[config.mk]
export PLATFORM = sky130hd
export DESIGN_NAME = pia_regs
export DESIGN_NICKNAME = d
export VERILOG_FILES = /design/src/core/pia_pkg.sv /design/src/core/pia_regs.sv
export SDC_FILE = /design/constraint.sdc
export NUM_CORES = 1
export LEC_CHECK = 0
export BUFFER_PORTS_ARGS = -buffer_cell sky130_fd_sc_hd__buf_4
export CAP_MARGIN = 5
export CORE_MARGIN = 5
export CORE_UTILIZATION = 39
export DETAILED_ROUTE_END_ITERATION = 6
export PLACE_DENSITY_LB_ADDON = 0.1
export RECOVER_POWER = 100
export SLEW_MARGIN = 20
export SYNTH_ARGS = -nofsm -noshare
export SYNTH_HDL_FRONTEND = slang
export SYNTH_SLANG_ARGS = --single-unit
[constraint.sdc]
create_clock -name pclk -period 2 [get_ports pclk]
set_input_delay 0.3 -clock pclk [delete_from_list [all_inputs] [get_ports pclk]]
set_output_delay 0.3 -clock pclk [all_outputs]
set_load 0.02 [all_outputs]
[src/core/pia_pkg.sv]
// Package for the PHY identifier and advertisement register bank.
// Assumes an APB slave with 32-bit data; registers are 16 bits in the low half.
package pia_pkg;

  // ----------------------------------------------------------------
  // Register indices and byte addresses
  // ----------------------------------------------------------------
  localparam logic [4:0]  IDX_PHY_IDENTIFIER_HIGH   = 5'h02;
  localparam logic [4:0]  IDX_PHY_IDENTIFIER_LOW    = 5'h03;
  localparam logic [4:0]  IDX_AUTONEG_ADVERTISEMENT = 5'h04;
  localparam logic [11:0] ADDR_PHY_IDENTIFIER_HIGH   = {5'h00, IDX_PHY_IDENTIFIER_HIGH, 2'b00};
  localparam logic [11:0] ADDR_PHY_IDENTIFIER_LOW    = {5'h00, IDX_PHY_IDENTIFIER_LOW, 2'b00};
  localparam logic [11:0] ADDR_AUTONEG_ADVERTISEMENT = {5'h00, IDX_AUTONEG_ADVERTISEMENT, 2'b00};

  // ----------------------------------------------------------------
  // Advertisement field positions and reset values
  // ----------------------------------------------------------------
  localparam int          ADV_NEXT_PAGE_BIT   = 15;
  localparam int          ADV_RSVD14_BIT      = 14;
  localparam int          ADV_REMOTE_FAULT_BIT = 13;
  localparam int          ADV_PAUSE_BIT       = 10;
  localparam int          ADV_T4_BIT          = 9;
  localparam int          ADV_FAST_FD_BIT     = 8;
  localparam int          ADV_FAST_HD_BIT     = 7;
  localparam int          ADV_SLOW_FD_BIT     = 6;
  localparam int          ADV_SLOW_HD_BIT     = 5;
  localparam logic [4:0]  SELECTOR_RESET      = 5'h01;
  // Bits software may change: 15, 13, 10, 8:0 except the fixed T4 bit
  localparam logic [15:0] ADV_WRITE_MASK      = 16'ha5ff & ~16'h0200;

  // ----------------------------------------------------------------
  // Carrier types
  // ----------------------------------------------------------------
  typedef struct packed {
    logic pause_en;
    logic fast_fd;
    logic fast_hd;
    logic slow_fd;
    logic slow_hd;
  } pia_strap_type;

  typedef struct packed {
    logic [5:0] org_id_low_bits;
    logic [5:0] vendor_model_number;
    logic [3:0] model_revision_number;
  } pia_id_low_type;

endpackage : pia_pkg

[src/core/pia_regs.sv]
// PHY identifier and auto-negotiation advertisement registers behind APB.
// Assumes strap pins are asynchronous to pclk and settle before presetn rises.
//
// Function
// - First identifier register returns organisation id bits 3..18, read-only.
// - Second identifier bits 15:10 return organisation id bits 19..24.
// - Second identifier bits 9:4 hold six-bit vendor model number.
// - Second identifier bits 3:0 hold four-bit revision number.
// - Advertisement register contents form the ability word sent to partner.
// - Bit 15 next page request, read-write, resets to 0.
// - Bit 14 reserved, writes ignored, reads 0.
// - Bit 13 remote fault advert, read-write, resets to 0.
// - Bits 12:11 reserved, software writes 0, read as 0.
// - Bit 10 pause ability, read-write, reset from pause strap.
// - Bit 9 T4 ability fixed 0, read-only.
// - Bits 8, 7 fast abilities, read-write, reset from straps.
// - Bits 6, 5 slow abilities, read-write, reset from straps.
// - Bits 4:0 selector, read-write, resets to 00001.
`timescale 1ns/10ps
`default_nettype none

module pia_regs #(
  parameter logic [15:0] ORG_ID_HIGH = 16'h1234, // Arbitrary value
  parameter logic [5:0]  ORG_ID_LOW  = 6'h15,    // Arbitrary value
  parameter logic [5:0]  MODEL_NUM   = 6'h0a,    // Arbitrary value
  parameter logic [3:0]  REVISION    = 4'h1      // Arbitrary value
) (
  // Clock and reset
  input  wire logic                   pclk,
  input  wire logic                   presetn,
  // APB slave
  input  wire logic                   psel,
  input  wire logic                   penable,
  input  wire logic                   pwrite,
  input  wire logic [11:0]            paddr,
  input  wire logic [31:0]            pwdata,
  input  wire logic [3:0]             pstrb,
  output logic      [31:0]            prdata,
  output logic                        pready,
  output logic                        pslverr,
  // Strap pins
  input  wire pia_pkg::pia_strap_type strap_pins,
  // Ability word toward the auto-negotiation engine
  output logic      [15:0]            advert_word
);

  // ----------------------------------------------------------------
  // Strap synchroniser and capture
  // ----------------------------------------------------------------
  pia_pkg::pia_strap_type strap_meta_ff;
  pia_pkg::pia_strap_type strap_sync_ff;
  logic                   strap_loaded_ff;
  logic [15:0]            adv_ff;
  logic [15:0]            nxt_adv;
  logic                   wr_adv;

  always_ff @(posedge pclk or negedge presetn) begin
    if (!presetn) begin
      strap_meta_ff <= '0;
      strap_sync_ff <= '0;
    end else begin
      strap_meta_ff <= strap_pins;
      strap_sync_ff <= strap_meta_ff;
    end
  end

  // Straps are loaded once, on the third edge after release, when the sync stage is valid
  logic [1:0] load_cnt_ff;
  always_ff @(posedge pclk or negedge presetn) begin
    if (!presetn) begin
      load_cnt_ff     <= 2'h0;
      strap_loaded_ff <= 1'b0;
    end else begin
      if (load_cnt_ff != 2'h2) begin
        load_cnt_ff <= load_cnt_ff + 2'h1;
      end
      if (load_cnt_ff == 2'h2) begin
        strap_loaded_ff <= 1'b1;
      end
    end
  end

  // ----------------------------------------------------------------
  // Advertisement register
  // ----------------------------------------------------------------
  assign wr_adv = psel && penable && pwrite && (paddr == pia_pkg::ADDR_AUTONEG_ADVERTISEMENT);

  always_comb begin
    nxt_adv = adv_ff;
    if (load_cnt_ff == 2'h2 && !strap_loaded_ff) begin
      nxt_adv[pia_pkg::ADV_PAUSE_BIT]   = strap_sync_ff.pause_en;
      nxt_adv[pia_pkg::ADV_FAST_FD_BIT] = strap_sync_ff.fast_fd;
      nxt_adv[pia_pkg::ADV_FAST_HD_BIT] = strap_sync_ff.fast_hd;
      nxt_adv[pia_pkg::ADV_SLOW_FD_BIT] = strap_sync_ff.slow_fd;
      nxt_adv[pia_pkg::ADV_SLOW_HD_BIT] = strap_sync_ff.slow_hd;
    end
    // A write in the load cycle wins: software overrides strap defaults
    if (wr_adv) begin
      if (pstrb[0]) begin
        nxt_adv[7:0] = pwdata[7:0] & pia_pkg::ADV_WRITE_MASK[7:0];
      end
      if (pstrb[1]) begin
        nxt_adv[15:8] = pwdata[15:8] & pia_pkg::ADV_WRITE_MASK[15:8];
      end
    end
  end

  always_ff @(posedge pclk or negedge presetn) begin
    if (!presetn) begin
      adv_ff <= {11'h000, pia_pkg::SELECTOR_RESET};
    end else begin
      adv_ff <= nxt_adv;
    end
  end

  always_ff @(posedge pclk or negedge presetn) begin
    if (!presetn) begin
      advert_word <= {11'h000, pia_pkg::SELECTOR_RESET};
    end else begin
      advert_word <= nxt_adv;
    end
  end

  // ----------------------------------------------------------------
  // APB read path
  // ----------------------------------------------------------------
  pia_pkg::pia_id_low_type id_low;
  assign id_low = '{org_id_low_bits: ORG_ID_LOW, vendor_model_number: MODEL_NUM, model_revision_number: REVISION};

  function automatic logic addr_hit(input logic [11:0] a);
    addr_hit = (a == pia_pkg::ADDR_PHY_IDENTIFIER_HIGH) || (a == pia_pkg::ADDR_PHY_IDENTIFIER_LOW) ||
               (a == pia_pkg::ADDR_AUTONEG_ADVERTISEMENT);
  endfunction : addr_hit

  // Zero-wait slave: pready rises in the first access cycle
  logic setup;
  assign setup = psel && !penable;

  always_ff @(posedge pclk or negedge presetn) begin
    if (!presetn) begin
      prdata  <= 32'h0000_0000;
      pready  <= 1'b0;
      pslverr <= 1'b0;
    end else begin
      pready  <= setup;
      pslverr <= setup && !addr_hit(paddr);
      if (setup && !pwrite) begin
        unique case (paddr)
          pia_pkg::ADDR_PHY_IDENTIFIER_HIGH:   prdata <= {16'h0000, ORG_ID_HIGH};
          pia_pkg::ADDR_PHY_IDENTIFIER_LOW:    prdata <= {16'h0000, id_low};
          pia_pkg::ADDR_AUTONEG_ADVERTISEMENT: prdata <= {16'h0000, adv_ff};
          default:                             prdata <= 32'h0000_0000;
        endcase
      end else begin
        prdata <= 32'h0000_0000;
      end
    end
  end
endmodule : pia_regs

`default_nettype wire

==> summary.txt <==
Run status
  • Status: finished clean

Synthesis
  • Post-synthesis mux area share: 0.1117
  • Top_reg_cell synth: dfrtp_1
  • Xor/xnor share of the synthesized area: 0.005109
  • Mean Syn Cell Area: 14.05 um^2
  • Syn Std Cell Area: 1714 um^2
  • Adder-cell share of the synthesized area: 0.007299
  • Post-synthesis simple-gate area fraction: 0.1226
  • Ys Warns: 0
  • Yosys cell types: 33
  • Largest family of logic cells by synthesized area: simple AND/OR/NAND/NOR gates
  • Synth Register Bits: 42
  • Ys async rst share: 1.000
  • Number of synthesized flops with an enable pin: 0
  • Cell count after synthesis: 122
  • Seq/Total Area, Yosys: 0.6139
  • Post-synthesis compound-gate area fraction: 0.03358

GRT
  • GRT Residual Overflow: 0
  • Vias in the first global route: 1255
  • Tot GR Track Use: 0.1258
  • First-pass GRT wire length: 5.899 mm
  • Pin count of the biggest net entering global routing: 43
  • Initial antenna violation count: 0

Critical path
  • Slowest cell on crit path: or4_4
  • CP arrival: 2.01 ns
  • Slowest Stage Delay on Critical Path: 0.56 ns
  • Crit path cell chain: clkbuf_4 -> or4_4 -> or3_1 -> nor2_2 -> and2_0
  • Crit path buf inv count: 1
  • R2R Setup Slk: 0.24 ns
  • CP Launch Type: input pin
  • CP delay by family, top: simple AND/OR/NAND/NOR gates
  • Crit. Startpoint: paddr[9]
  • Crit Path Class: in2reg
  • R2r startpoint: load_cnt_ff[0]
  • Worst path required time: 2.23 ns
  • CP endpoint kind: register
  • CP max FO: 12

STA
  • Worst clock skew: 0.002951 ns
  • Fmax: 0.5625 GHz
  • Worst-Margin Slew: 1.008 ns
  • Min Tclk post-route: 1.778 ns
  • Max_slew headroom: 0.3281
  • Final setup violation count: 0
  • PnR worst setup slack: 0.2223 ns
  • Final Max Slew Viols: 0
  • Final Hold Viols: 0
  • RSZ-0062 raised after global routing: false
  • Crit share post-route: 0.8888

Clock network
  • Num Clock Sinks: 42
  • Post-CTS sizing: 0
  • CTS Buf Count: 5
  • CTS Root Cell: clkbuf_8
  • CTS tree: built
  • CTS H-tree depth: 2
  • CTS clk-pin slew, worst paths: 0.08 ns
  • Maximum clock path buffer count: 2
  • Worst-Skew Late Latency: 0.29 ns

Placement
  • Pre-CTS WS: -0.01798 ns
  • IO buf count: 64
  • DP Wirelength: 2.683 mm
  • GPL Wtd Cong: 0.6514
  • Placed instance area: 2183 um^2

Drt
  • DR WL/cell: 14.05 um
  • Post-DRT Antenna Nets: 0
  • Aggregate routed wire length: 3.471 mm
  • 1st-iter DRT viols: 26
  • Vias per inst: 4.401
  • DRC viols: 0
  • Via Count: 1087
  • Router iterations before antenna repair: 3

Min path
  • Hold Path Class: in2reg
  • Worst hold start: strap_pins[2]

Die
  • Total die area: 5821 um^2
  • Core Rows: 24
  • Die W: 76.30 um
  • Initial Utilization: 0.3992
  • Die height: 76.30 um
  • # IOs: 108
  • Core area: 4294 um^2

Cells and area
  • Final Cell Area: 2138 um^2
  • Multi-input logic area: 533.0 um^2
  • Final nets: 253
  • Share of cells above drive strength 1: 0.2821
  • ANT cells: 0
  • Seq. cell area: 1052 um^2
  • Final-layout fill cell count: 427
  • Synthesis-to-finish area growth: 24.74%

Power and ir drop
  • VDD IR max: 393.3 uV
  • Pleak: 1.081 nW
  • Pwr dens: 719.4 nW/um^2

Job
  • MaxCap Viol Count: 0
## metal layers
layer | share of wire | GRT usage | vias to the layer above | wire length [um]
met5 | 0 | 0 | - | 0
met3 | 0.079 | 0.04374 | 6 | 275
met4 | 0.024 | 0.06294 | 0 | 85
met2 | 0.50 | 0.2166 | 46 | 1747
met1 | 0.39 | 0.1358 | 524 | 1362
li1 | - | - | 511 | -
## what timing repair did
item,in CTS,in global routing
buffers inserted,0,0
hold buffers,1,0
endpoints found under the hold margin,33,0
## kinds of logic after synthesis
family | count (synthesis)
compound gates | 8
other cells | 1
mux | 17
buf+inv | 24
simple gates | 28
xor+xnor | 1
fa+ha+maj | 1
flops | 42
## metrics by stage
step / hold slack, ns / power [W] / instances / utilization / setup TNS (ns)
floorplan: 0.004409 / 0.0009809 / 142 / - / 0
global placement: 0.3059 / 0.001034 / 238 / 0.5085 / 0
detailed placement: 0.3173 / 0.001037 / 238 / 0.5085 / -0.02209
CTS: 0.09789 / 0.001575 / 247 / 0.5309 / 0
global route: 0.1160 / 0.001614 / 247 / 0.4980 / 0
finish: 0.1325 / 0.001538 / 247 / 0.4980 / 0
## final timing paths
| path | end | cells past startpoint |
|---|---|---|
| worst max register to register | advert_word[6] | 6 |
| worst min register to register | strap_sync_ff[3] | 0 |
| worst max-delay path | prdata[3] | 5 |
| worst min-delay path | strap_meta_ff[2] | 1 |
| max in group asynchronous | advert_word[2] | 2 |
| min in group asynchronous | prdata[8] | 2 |
## worst reg2reg max path: stages, from the launching register on
cell,delay (ns)
dfrtp_1,0.39
inv_1,0.06
ha_1,0.22
nor2b_1,0.20
clkbuf_1,0.15
mux2_2,0.34
mux2_1,0.29
## cells in the mapped netlist (all sizes together), types with 2 or more instances
master / count / area [um^2]
a21o: 6 / 45.04
and2: 7 / 43.79
buf: 23 / 173.9
dfrtp: 41 / 1026
mux2: 17 / 191.4
nand3: 2 / 15.01
nor2b: 3 / 18.77
nor3: 3 / 25.02
nor4: 2 / 18.77
or3: 2 / 17.52
or4: 2 / 18.77
## power breakdown
| group | switching, W | leakage, nW | internal, W |
|---|---|---|---|
| Combinational | 0.0000814 | 0.499 | 0.0000559 |
| Sequential | 0.00000687 | 0.536 | 0.000866 |
| Clock | 0.000282 | 0.0452 | 0.000246 |
| Total | 0.000371 | 1.08 | 0.00117 |
## final cells by class
cell class              instances  share of cell area
flip-flops and latches         42              0.4921
multi-input cells              76              0.2493
repair buffers                 68              0.1861
clock buffers                   6             0.03394
well taps                      52             0.03043
clock inverters                 2            0.006437
inverters                       1            0.001755
## registers in the layout (all words and copies together), names as in the netlist
| signal | flops |
|---|---|
| pready | 1 |
| strap_loaded_ff | 1 |
| advert_word | 12 |
| strap_meta_ff | 5 |
| pslverr | 1 |
| load_cnt_ff | 2 |
| strap_sync_ff | 5 |
| prdata | 15 |
## cells in the final DEF (no fill, tap or decap), types with 2 or more instances in the layout
cell type,count
buf_4,29
dfrtp_1,41
clkbuf_8,5
mux2_1,10
nor4_1,2
clkbuf_1,31
clkbuf_4,7
conb_1,21
mux2_2,7
and2_0,5
or3_1,2
and2_1,2
nor3_1,3
a21o_1,6
nor2b_1,3
No activity file was read; power rests on OpenSTA's default activity.
